**src/logic/gsbt_pkg.sv**
```systemverilog
/*
  Constants and types for the gated sixteen bit timer: register indices,
  field positions, reset values and the control word layout.
  Assumes nothing beyond a SystemVerilog compiler; no timescale here.
*/
package gsbt_pkg;

  // ==========================================================
  // Register bus shape
  localparam int ADDR_W = 3;
  localparam int DATA_W = 8;

  // ==========================================================
  // Register indices
  localparam logic [2:0] REG_COUNT_LOW  = 3'h0;
  localparam logic [2:0] REG_COUNT_HIGH = 3'h1;
  localparam logic [2:0] REG_CONTROL    = 3'h2;
  localparam logic [2:0] REG_CONFIG     = 3'h3;
  localparam logic [2:0] REG_STATUS     = 3'h4;
  localparam logic [2:0] REG_PINS       = 3'h5;

  // ==========================================================
  // Field positions
  localparam int CFG_ALT_BIT      = 0;
  localparam int STS_OVF_BIT      = 0;
  localparam int STS_TBASE_BIT    = 1;
  localparam int STS_XTAL_BIT     = 2;
  localparam int PIN_DIR_A_BIT    = 0;
  localparam int PIN_DIR_B_BIT    = 1;
  localparam int PIN_DATA_A_BIT   = 4;
  localparam int PIN_DATA_B_BIT   = 5;

  // ==========================================================
  // Reset values
  localparam logic [15:0] COUNT_RESET   = 16'h0000;
  localparam logic [7:0]  CONTROL_RESET = 8'h00;
  localparam logic [1:0]  PIN_DIR_RESET = 2'h3;
  localparam logic [15:0] COUNT_MAX     = 16'hFFFF;

  // ==========================================================
  // Timing: instruction cycle is four oscillator cycles
  localparam int          INSTR_DIV     = 4;
  localparam logic [1:0]  INSTR_LAST    = 2'(INSTR_DIV - 1);

  // ==========================================================
  // Prescale encodings
  typedef enum logic [1:0] {
    GSBT_PRE_1 = 2'h0,
    GSBT_PRE_2 = 2'h1,
    GSBT_PRE_4 = 2'h2,
    GSBT_PRE_8 = 2'h3
  } gsbt_prescale_t;

  // ==========================================================
  // Control word, most significant field first
  typedef struct packed {
    logic           gate_invert;
    logic           gate_enable;
    gsbt_prescale_t prescale_select;
    logic           crystal_osc_enable;
    logic           sync_disable;
    logic           count_source_select;
    logic           timer_on;
  } gsbt_ctrl_t;

endpackage

```
**src/logic/gsbt_prescaler.sv**
```systemverilog
/*
  Prescaler of the gated sixteen bit timer: divides input pulses by
  1, 2, 4 or 8. Assumes single-cycle input pulses on the system clock
  and a synchronous clear that wins over counting.
*/
`timescale 1ns/10ps

module gsbt_prescaler #(
  parameter int CNT_W = 3
) (
  // Clock and reset
  input  wire logic                    clk,
  input  wire logic                    reset_n,
  // Control
  input  wire gsbt_pkg::gsbt_prescale_t ratio,
  input  wire logic                    clear,
  // Pulses
  input  wire logic                    pulse_in,
  output      logic                    pulse_out
);

  logic [CNT_W-1:0] count;
  logic [CNT_W-1:0] mask;

  // ==========================================================
  // Ratio decode
  always_comb begin
    unique case (ratio)
      gsbt_pkg::GSBT_PRE_1: mask = CNT_W'(0);
      gsbt_pkg::GSBT_PRE_2: mask = CNT_W'(1);
      gsbt_pkg::GSBT_PRE_4: mask = CNT_W'(3);
      gsbt_pkg::GSBT_PRE_8: mask = CNT_W'(7);
    endcase
  end

  // Output fires on the pulse that completes a full division
  assign pulse_out = pulse_in && !clear && ((count & mask) == mask);

  // ==========================================================
  // Counter, hidden from software
  always_ff @(posedge clk or negedge reset_n) begin
    if (!reset_n) begin
      count <= '0;
    end else if (clear) begin
      count <= '0;
    end else if (pulse_in) begin
      count <= count + CNT_W'(1);
    end
  end

endmodule

```
**src/logic/gsbt_timer.sv**
```systemverilog
/*
  Top of the gated sixteen bit timer: register port, clock source
  selection, external input edge logic, gating, count and overflow.
  Assumes MCLK is the full oscillator clock, all inputs are synchronous
  to it, and MCLK keeps running in Sleep for the asynchronous path.
*/
// The plain strobed port and the register offsets are this design's own decisions.
`timescale 1ns/10ps

// Notes on behaviour
// - 16-bit up count, byte writes replace directly
// - Source from select and alternate bits
// - Internal clock advances per prescaler pulse
// - External input counts on rising edges
// - External input synchronised or asynchronous by choice
// - First rising edge needs prior falling edge
// - Prescale divide by 1, 2, 4 or 8
// - Prescaler hidden, cleared on count writes
// - Crystal enable bit runs oscillator, also in Sleep
// - Crystal usable only with suitable primary clock
// - Crystal forces pins input, reads dir 1, data 0
// - Sync disable bypasses synchroniser for external source
// - Asynchronous mode counts in Sleep, overflow wakes
// - No time base when asynchronous or full-rate clock
// - Crystal serves as external clock when allowed
// - Counts only while timer on, else holds
// - Prescale codes 00,01,10,11 give 1,2,4,8
// - Rollover to zero sets overflow flag, software clears
// - Gate enable counts only during active gate level

module gsbt_timer (
  // Clock and reset
  input  wire logic                        MCLK,
  input  wire logic                        RESET_N,
  // Register port
  input  wire logic [gsbt_pkg::ADDR_W-1:0] REG_ADDR,
  input  wire logic [gsbt_pkg::DATA_W-1:0] REG_WDATA,
  input  wire logic                        REG_WRITE,
  input  wire logic                        REG_READ,
  output      logic [gsbt_pkg::DATA_W-1:0] REG_RDATA,
  // System state
  input  wire logic                        SLEEP,
  input  wire logic                        PRIMARY_CLK_OK,
  // Count inputs
  input  wire logic                        EXTERNAL_COUNT_INPUT,
  input  wire logic                        CRYSTAL_CLK,
  input  wire logic                        GATE,
  // Oscillator pin data as seen on the port
  input  wire logic                        OSC_PIN_A_DATA,
  input  wire logic                        OSC_PIN_B_DATA,
  // Pin direction, high means input
  output      logic                        OSC_PIN_A_DIRECTION,
  output      logic                        OSC_PIN_B_DIRECTION,
  // Oscillator and capture unit
  output      logic                        CRYSTAL_OSC_RUN,
  output      logic [15:0]                 TIME_BASE,
  output      logic                        TIME_BASE_VALID,
  // Events
  output      logic                        OVERFLOW_FLAG,
  output      logic                        WAKE
);

  // ==========================================================
  // Control state
  gsbt_pkg::gsbt_ctrl_t ctrl;
  logic                 alternate_clock_select;
  logic [1:0]           pin_dir;
  logic [15:0]          count;
  logic                 overflow_flag;

  // ==========================================================
  // Derived selections
  logic crystal_active;
  logic ext_level;
  logic async_mode;
  logic counter_mode;
  logic write_low;
  logic write_high;
  logic write_count;
  logic write_status;

  assign write_low    = REG_WRITE && (REG_ADDR == gsbt_pkg::REG_COUNT_LOW);
  assign write_high   = REG_WRITE && (REG_ADDR == gsbt_pkg::REG_COUNT_HIGH);
  assign write_count  = write_low || write_high;
  assign write_status = REG_WRITE && (REG_ADDR == gsbt_pkg::REG_STATUS);

  // Shared oscillator only runs with a compatible primary clock
  assign crystal_active = ctrl.crystal_osc_enable && PRIMARY_CLK_OK;
  assign CRYSTAL_OSC_RUN = crystal_active;

  // Crystal takes the place of the pin when it runs
  assign ext_level = crystal_active ? CRYSTAL_CLK
                                    : EXTERNAL_COUNT_INPUT;
  assign counter_mode = ctrl.count_source_select;
  assign async_mode   = counter_mode && ctrl.sync_disable;

  // ==========================================================
  // Synchronised path; first stage feeds only the second
  logic sync_1;
  logic sync_2;
  logic sync_prev;

  always_ff @(posedge MCLK or negedge RESET_N) begin
    if (!RESET_N) begin
      sync_1    <= 1'b0;
      sync_2    <= 1'b0;
      sync_prev <= 1'b0;
    end else begin
      sync_1    <= ext_level;
      sync_2    <= sync_1;
      sync_prev <= sync_2;
    end
  end

  // ==========================================================
  // Asynchronous path: one sample, no synchroniser latency
  logic async_prev;

  always_ff @(posedge MCLK or negedge RESET_N) begin
    if (!RESET_N) begin
      async_prev <= 1'b0;
    end else begin
      async_prev <= ext_level;
    end
  end

  // ==========================================================
  // Edge selection and falling-edge arming
  logic ext_now;
  logic ext_prev;
  logic armed;
  logic ext_rise;

  assign ext_now  = async_mode ? ext_level  : sync_2;
  assign ext_prev = async_mode ? async_prev : sync_prev;

  // Reset state of the edge registers is low, so arming on a seen
  // low level avoids counting an input that starts out high
  always_ff @(posedge MCLK or negedge RESET_N) begin
    if (!RESET_N) begin
      armed <= 1'b0;
    end else if (!counter_mode) begin
      armed <= 1'b0;
    end else if (!ext_now) begin
      armed <= 1'b1;
    end
  end

  assign ext_rise = armed && ext_now && !ext_prev;

  // ==========================================================
  // Instruction cycle divider
  logic [1:0] instr_phase;
  logic       instr_tick;

  always_ff @(posedge MCLK or negedge RESET_N) begin
    if (!RESET_N) begin
      instr_phase <= 2'h0;
    end else begin
      instr_phase <= instr_phase + 2'h1;
    end
  end

  assign instr_tick = (instr_phase == gsbt_pkg::INSTR_LAST);

  // ==========================================================
  // Source select, gate and run conditions
  logic source_tick;
  logic gate_ok;
  logic run;
  logic pre_in;
  logic pre_out;

  always_comb begin
    if (counter_mode) begin
      source_tick = ext_rise;
    end else if (alternate_clock_select) begin
      source_tick = 1'b1;
    end else begin
      source_tick = instr_tick;
    end
  end

  // Gate invert set means active high
  assign gate_ok = !ctrl.gate_enable
                || (GATE == ctrl.gate_invert);

  // Only the asynchronous counter keeps going in Sleep
  assign run = ctrl.timer_on && gate_ok
            && (!SLEEP || async_mode);

  assign pre_in = source_tick && run;

  gsbt_prescaler #(
    .CNT_W (3)
  ) gsbt_prescaler_inst (
    .clk       (MCLK),
    .reset_n   (RESET_N),
    .ratio     (ctrl.prescale_select),
    .clear     (write_count),
    .pulse_in  (pre_in),
    .pulse_out (pre_out)
  );

  // ==========================================================
  // Count register; a software write wins over an increment
  logic overflow_event;

  assign overflow_event = pre_out && (count == gsbt_pkg::COUNT_MAX);

  always_ff @(posedge MCLK or negedge RESET_N) begin
    if (!RESET_N) begin
      count <= gsbt_pkg::COUNT_RESET;
    end else if (write_low) begin
      count <= {count[15:8], REG_WDATA};
    end else if (write_high) begin
      count <= {REG_WDATA, count[7:0]};
    end else if (pre_out) begin
      count <= count + 16'h0001;
    end
  end

  // ==========================================================
  // Overflow flag: set beats a simultaneous software clear
  always_ff @(posedge MCLK or negedge RESET_N) begin
    if (!RESET_N) begin
      overflow_flag <= 1'b0;
    end else if (overflow_event) begin
      overflow_flag <= 1'b1;
    end else if (write_status && !REG_WDATA[gsbt_pkg::STS_OVF_BIT]) begin
      overflow_flag <= 1'b0;
    end
  end

  // Wake pulse for overflow seen while asleep
  always_ff @(posedge MCLK or negedge RESET_N) begin
    if (!RESET_N) begin
      WAKE <= 1'b0;
    end else begin
      WAKE <= overflow_event && SLEEP;
    end
  end

  assign OVERFLOW_FLAG = overflow_flag;

  // ==========================================================
  // Control registers
  always_ff @(posedge MCLK or negedge RESET_N) begin
    if (!RESET_N) begin
      ctrl <= gsbt_pkg::CONTROL_RESET;
    end else if (REG_WRITE && (REG_ADDR == gsbt_pkg::REG_CONTROL)) begin
      ctrl <= REG_WDATA;
    end
  end

  always_ff @(posedge MCLK or negedge RESET_N) begin
    if (!RESET_N) begin
      alternate_clock_select <= 1'b0;
    end else if (REG_WRITE && (REG_ADDR == gsbt_pkg::REG_CONFIG)) begin
      alternate_clock_select <= REG_WDATA[gsbt_pkg::CFG_ALT_BIT];
    end
  end

  always_ff @(posedge MCLK or negedge RESET_N) begin
    if (!RESET_N) begin
      pin_dir <= gsbt_pkg::PIN_DIR_RESET;
    end else if (REG_WRITE && (REG_ADDR == gsbt_pkg::REG_PINS)) begin
      pin_dir <= {REG_WDATA[gsbt_pkg::PIN_DIR_B_BIT],
                  REG_WDATA[gsbt_pkg::PIN_DIR_A_BIT]};
    end
  end

  // ==========================================================
  // Pin overrides while the crystal owns the pins
  assign OSC_PIN_A_DIRECTION = pin_dir[0] || crystal_active;
  assign OSC_PIN_B_DIRECTION = pin_dir[1] || crystal_active;

  // ==========================================================
  // Time base for the capture unit
  assign TIME_BASE       = count;
  assign TIME_BASE_VALID = !async_mode
                        && !(!counter_mode && alternate_clock_select);

  // ==========================================================
  // Read data, one cycle after the strobe, zero otherwise
  logic [7:0] next_rdata;
  logic [7:0] pins_view;

  always_comb begin
    pins_view = 8'h00;
    pins_view[gsbt_pkg::PIN_DIR_A_BIT]  = OSC_PIN_A_DIRECTION;
    pins_view[gsbt_pkg::PIN_DIR_B_BIT]  = OSC_PIN_B_DIRECTION;
    pins_view[gsbt_pkg::PIN_DATA_A_BIT] = OSC_PIN_A_DATA && !crystal_active;
    pins_view[gsbt_pkg::PIN_DATA_B_BIT] = OSC_PIN_B_DATA && !crystal_active;
  end

  always_comb begin
    next_rdata = 8'h00;
    if (REG_READ) begin
      unique case (REG_ADDR)
        gsbt_pkg::REG_COUNT_LOW:  next_rdata = count[7:0];
        gsbt_pkg::REG_COUNT_HIGH: next_rdata = count[15:8];
        gsbt_pkg::REG_CONTROL:    next_rdata = ctrl;
        gsbt_pkg::REG_CONFIG: begin
          next_rdata[gsbt_pkg::CFG_ALT_BIT] = alternate_clock_select;
        end
        gsbt_pkg::REG_STATUS: begin
          next_rdata[gsbt_pkg::STS_OVF_BIT]   = overflow_flag;
          next_rdata[gsbt_pkg::STS_TBASE_BIT] = TIME_BASE_VALID;
          next_rdata[gsbt_pkg::STS_XTAL_BIT]  = crystal_active;
        end
        gsbt_pkg::REG_PINS:       next_rdata = pins_view;
        default:                  next_rdata = 8'h00;
      endcase
    end
  end

  always_ff @(posedge MCLK or negedge RESET_N) begin
    if (!RESET_N) begin
      REG_RDATA <= 8'h00;
    end else begin
      REG_RDATA <= next_rdata;
    end
  end

endmodule

```
**config.mk**
```make
export PLATFORM = sky130hd
export DESIGN_NAME = gsbt_timer
export DESIGN_NICKNAME = d
export VERILOG_FILES = /design/src/logic/gsbt_pkg.sv /design/src/logic/gsbt_prescaler.sv /design/src/logic/gsbt_timer.sv
export SDC_FILE = /design/constraint.sdc
export NUM_CORES = 1
export LEC_CHECK = 0
export BUFFER_PORTS_ARGS = -buffer_cell sky130_fd_sc_hd__buf_2
export CAP_MARGIN = 15
export CORE_MARGIN = 2
export CORE_UTILIZATION = 59
export DETAILED_ROUTE_END_ITERATION = 16
export PLACE_DENSITY = 0.9
export SLEW_MARGIN = 20
export SYNTH_ARGS = -nofsm -noshare
export SYNTH_HDL_FRONTEND = slang
export SYNTH_SLANG_ARGS = --single-unit
```
**constraint.sdc**
```tcl
create_clock -name MCLK -period 4.55 [get_ports MCLK]
set_clock_uncertainty 0.2 [all_clocks]
set_input_delay 0.91 -clock MCLK [delete_from_list [all_inputs] [get_ports MCLK]]
set_output_delay 0.91 -clock MCLK [all_outputs]
set_load 0.05 [all_outputs]
```
==> impl_metrics.py <==
metrics = {
    "power": {
        "powerDensity_nw_per_um2": 474,
        "p_clk_share_pct": 22.2,
        "p_leak_nw": 1.29,
        "power_mw": 1.39,
        "p_sw_mw": 0.587,
        "p_seq_share_pct": 42.1,
        "internal-power_mw": 0.801,
        "peakVddDrop_v": 0.000346,
        "swShare_pct": 42.3,
        "p_comb_share_pct": 35.7,
    },
    "layout": {
        "num_antenna_cells": 0,
        "multi_input_area_um2": 1320,
        "filler_cell_count": 298,
        "final_util_pct": 71.7,
        "fin_area_um2": 2930,
        "final_common_cell": "buf_2",
        "area_growth_pct": 14.5,
        "seq_area_um2": 1150,
        "fin_cells": 368,
        "layout_common_cells": "50 x buf_2, 44 x dfrtp_1, 34 x nor2_1",
        "drive_gt1_share_pct": 25.5,
        "nets": 342,
    },
    "die": {
        "die_x_um": 69.9,
        "dieArea_um2": 4880,
        "die_h_um": 69.9,
        "std_cell_rows": 23,
        "ioPinCount": 52,
        "start_util_pct": 62.6,
        "core_region_area_um2": 4090,
    },
    "global_routing": {
        "antenna_found_initial": 0,
        "overflow": 0,
        "grt_max_degree": 47,
        "gr-usage-all-layers_pct": 28.5,
        "first_global_vias": 2118,
        "grt_first_pass_wirelength_um": 10900,
    },
    "detailed_routing": {
        "routedWlPerCell_um": 18.1,
        "drtAntennaViolNets": 0,
        "drt_iter0_markers": 291,
        "drc": 0,
        "avgViaCountPerCell": 6.48,
        "via_count": 2383,
        "first_pass_iters": 6,
        "wl_um": 6680,
    },
    "worst_setup_path": {
        "cp.arrival_ps": 3090,
        "worst_ep_required_time_ps": 4540,
        "reg2reg_depth": 6,
        "r2r-start": "ctrl[3]",
        "cp-start-kind": "primary input",
        "ff2ff_setup_slack_ps": 1710,
        "cp_max_fo": 20,
        "endpoint": "TIME_BASE[7]",
        "slowest_stage": "a21oi_1",
        "r2r-end": "TIME_BASE[7]",
        "slowest_delay_ps": 650,
        "crit_start": "PRIMARY_CLK_OK",
        "endpoint_kind": "flip-flop",
        "crit_type": "primary input to flip-flop",
        "path_cells": "buf_2, nand2_1, mux2_2, a21oi_1, or3_4, o41ai_1, or3_1",
    },
    "sta": {
        "rsz0062_at_grt": "no",
        "slew_viol_final": 0,
        "tightestPinTransition_ps": 836,
        "finalSetupViolCount": 0,
        "relSlewSlack_pct": 44.0,
        "finalHoldViolCount": 0,
        "fin_crit_sh_pct": 68.2,
        "finalCriticalPeriod_ps": 3100,
        "fmax_ghz": 0.322,
        "setup_tns_ps": 0,
    },
    "placed_design": {
        "dp.cells": 360,
        "dp_hpwl_um": 4780,
        "port_buffers": 51,
        "placed_cell_area_um2": 2810,
        "place.gp.congestion": 0.887,
    },
    "clocking": {
        "insertion_delay_ps": 300,
        "ctsHtreeMaxLevel": 2,
        "cts_tree": "built",
        "clk_pin_slew_ps": 90,
        "post_cts_buffers": 0,
        "cts-root-buf": "clkbuf_8",
        "cts_made_buffers": 5,
        "postCtsHoldBufs": 0,
        "clock_sinks": 46,
        "cts_resized": 0,
        "cts_buffer_depth": 2,
    },
    "yosys": {
        "yosysTopAreaCell": "dfrtp_1",
        "syn-num-nets": 298,
        "netlist_area_um2": 2560,
        "yosysSeqAreaShare_pct": 45.1,
        "synth_top_area_share_pct": 43.0,
        "ys_warn_count": 0,
        "synth_edf_count": 0,
        "synth_cells": 273,
        "ys_top_cells_by_area": "dfrtp_1 43%, mux2_2 5.7%, nor2_1 5.0%, xnor2_1 3.1%, a21oi_1 2.9%",
        "ys_types": 50,
        "avgSynthCellArea_um2": 9.37,
        "synth-main-ff-cell": "dfrtp_1",
        "async_flop_share_pct": 100,
        "synth_seq_cells": 46,
    },
    "min_path": {
        "hold_class": "flip-flop to flip-flop",
    },
    "job": {
        "max_cap_violations": 0,
    },
    "run_status": {
        "run_status": "finished, final reports clean",
    },
}
[synth_stat cells (all sizes together) (7+ instances only)]
library cell	number
mux2i	7
xnor2	9
nor2	35
inv	7
a21oi	15
mux2	13
and3	7
dfrtp	44
nand4	7
o21ai	14
nand2	19
nand3	13
clkbuf	12
[metal layers]
layer / track usage, % / up-vias / wire length (µm)
met4: 10.0 / 0 / 182
li1: - / 1078 / -
met1: 38.4 / 1141 / 2610
met2: 44.8 / 143 / 3220
met3: 7.36 / 21 / 671
met5: 0 / - / 0
[stage by stage]
stage | hold slack, ps | setup slack [ps]
global placement | 168 | 1260
floorplan | 154 | 1550
finish | 186 | 1450
detailed placement | 170 | 1160
global route | 208 | 1280
CTS | 188 | 1470
[critical path: cells and delay by family]
kind	cells	cell delay (ps)
compound gates	2	760
buf+inv	1	110
simple gates	3	930
mux	1	380
[layout make-up]
type	instances	share of cell area [%]
clock buffer	6	2.48
clock inverter	2	1.28
inverter	7	0.897
multi-input combinational	206	45.0
sequential	46	39.4
tap	50	2.13
timing repair buffer	51	8.80
[cells by family (layout without fill, tap and decap cells)]
family / after synthesis / in the layout / share of synthesized area (%)
compound gates: 57 / 57 / 14.8
xor+xnor: 10 / 10 / 3.42
fa+ha+maj: 3 / 3 / 1.47
buf+inv: 21 / 66 / 3.52
flops: 46 / 46 / 45.1
mux: 20 / 20 / 8.46
simple gates: 116 / 116 / 23.2
[flip-flops by register name, indices dropped and copies added, names as in the netlist]
| name | cells |
|---|---|
| TIME_BASE | 16 |
| REG_RDATA | 8 |
| ctrl | 7 |
| gsbt_prescaler_inst.count | 3 |
| instr_phase | 2 |
| pin_dir | 2 |
| OVERFLOW_FLAG | 1 |
| WAKE | 1 |
| alternate_clock_select | 1 |
| armed | 1 |
| async_prev | 1 |
| counter_mode | 1 |
| sync_2 | 1 |
| sync_prev | 1 |
[power groups by stage]
stage | clock network (mW) | logic (mW) | registers (mW)
3_5_place_dp | 0 | 0.489 | 0.587
6_report | 0.307 | 0.496 | 0.585
2_1_floorplan | 0 | 0.253 | 0.682
3_3_place_gp | 0 | 0.474 | 0.582
5_1_grt | 0.326 | 0.531 | 0.594
4_1_cts | 0.307 | 0.493 | 0.581
[worst min-delay path by stage]
stage | depth (start not counted) | endpoint | slack (ps) | start
2_1_floorplan | 0 | sync_2 | 150 | async_prev
3_3_place_gp | 0 | sync_2 | 170 | async_prev
3_5_place_dp | 0 | sync_2 | 170 | async_prev
4_1_cts | 0 | sync_2 | 190 | async_prev
5_1_grt | 0 | sync_2 | 210 | async_prev
6_report | 0 | sync_2 | 190 | async_prev
No activity file was read; power rests on OpenSTA's default activity.
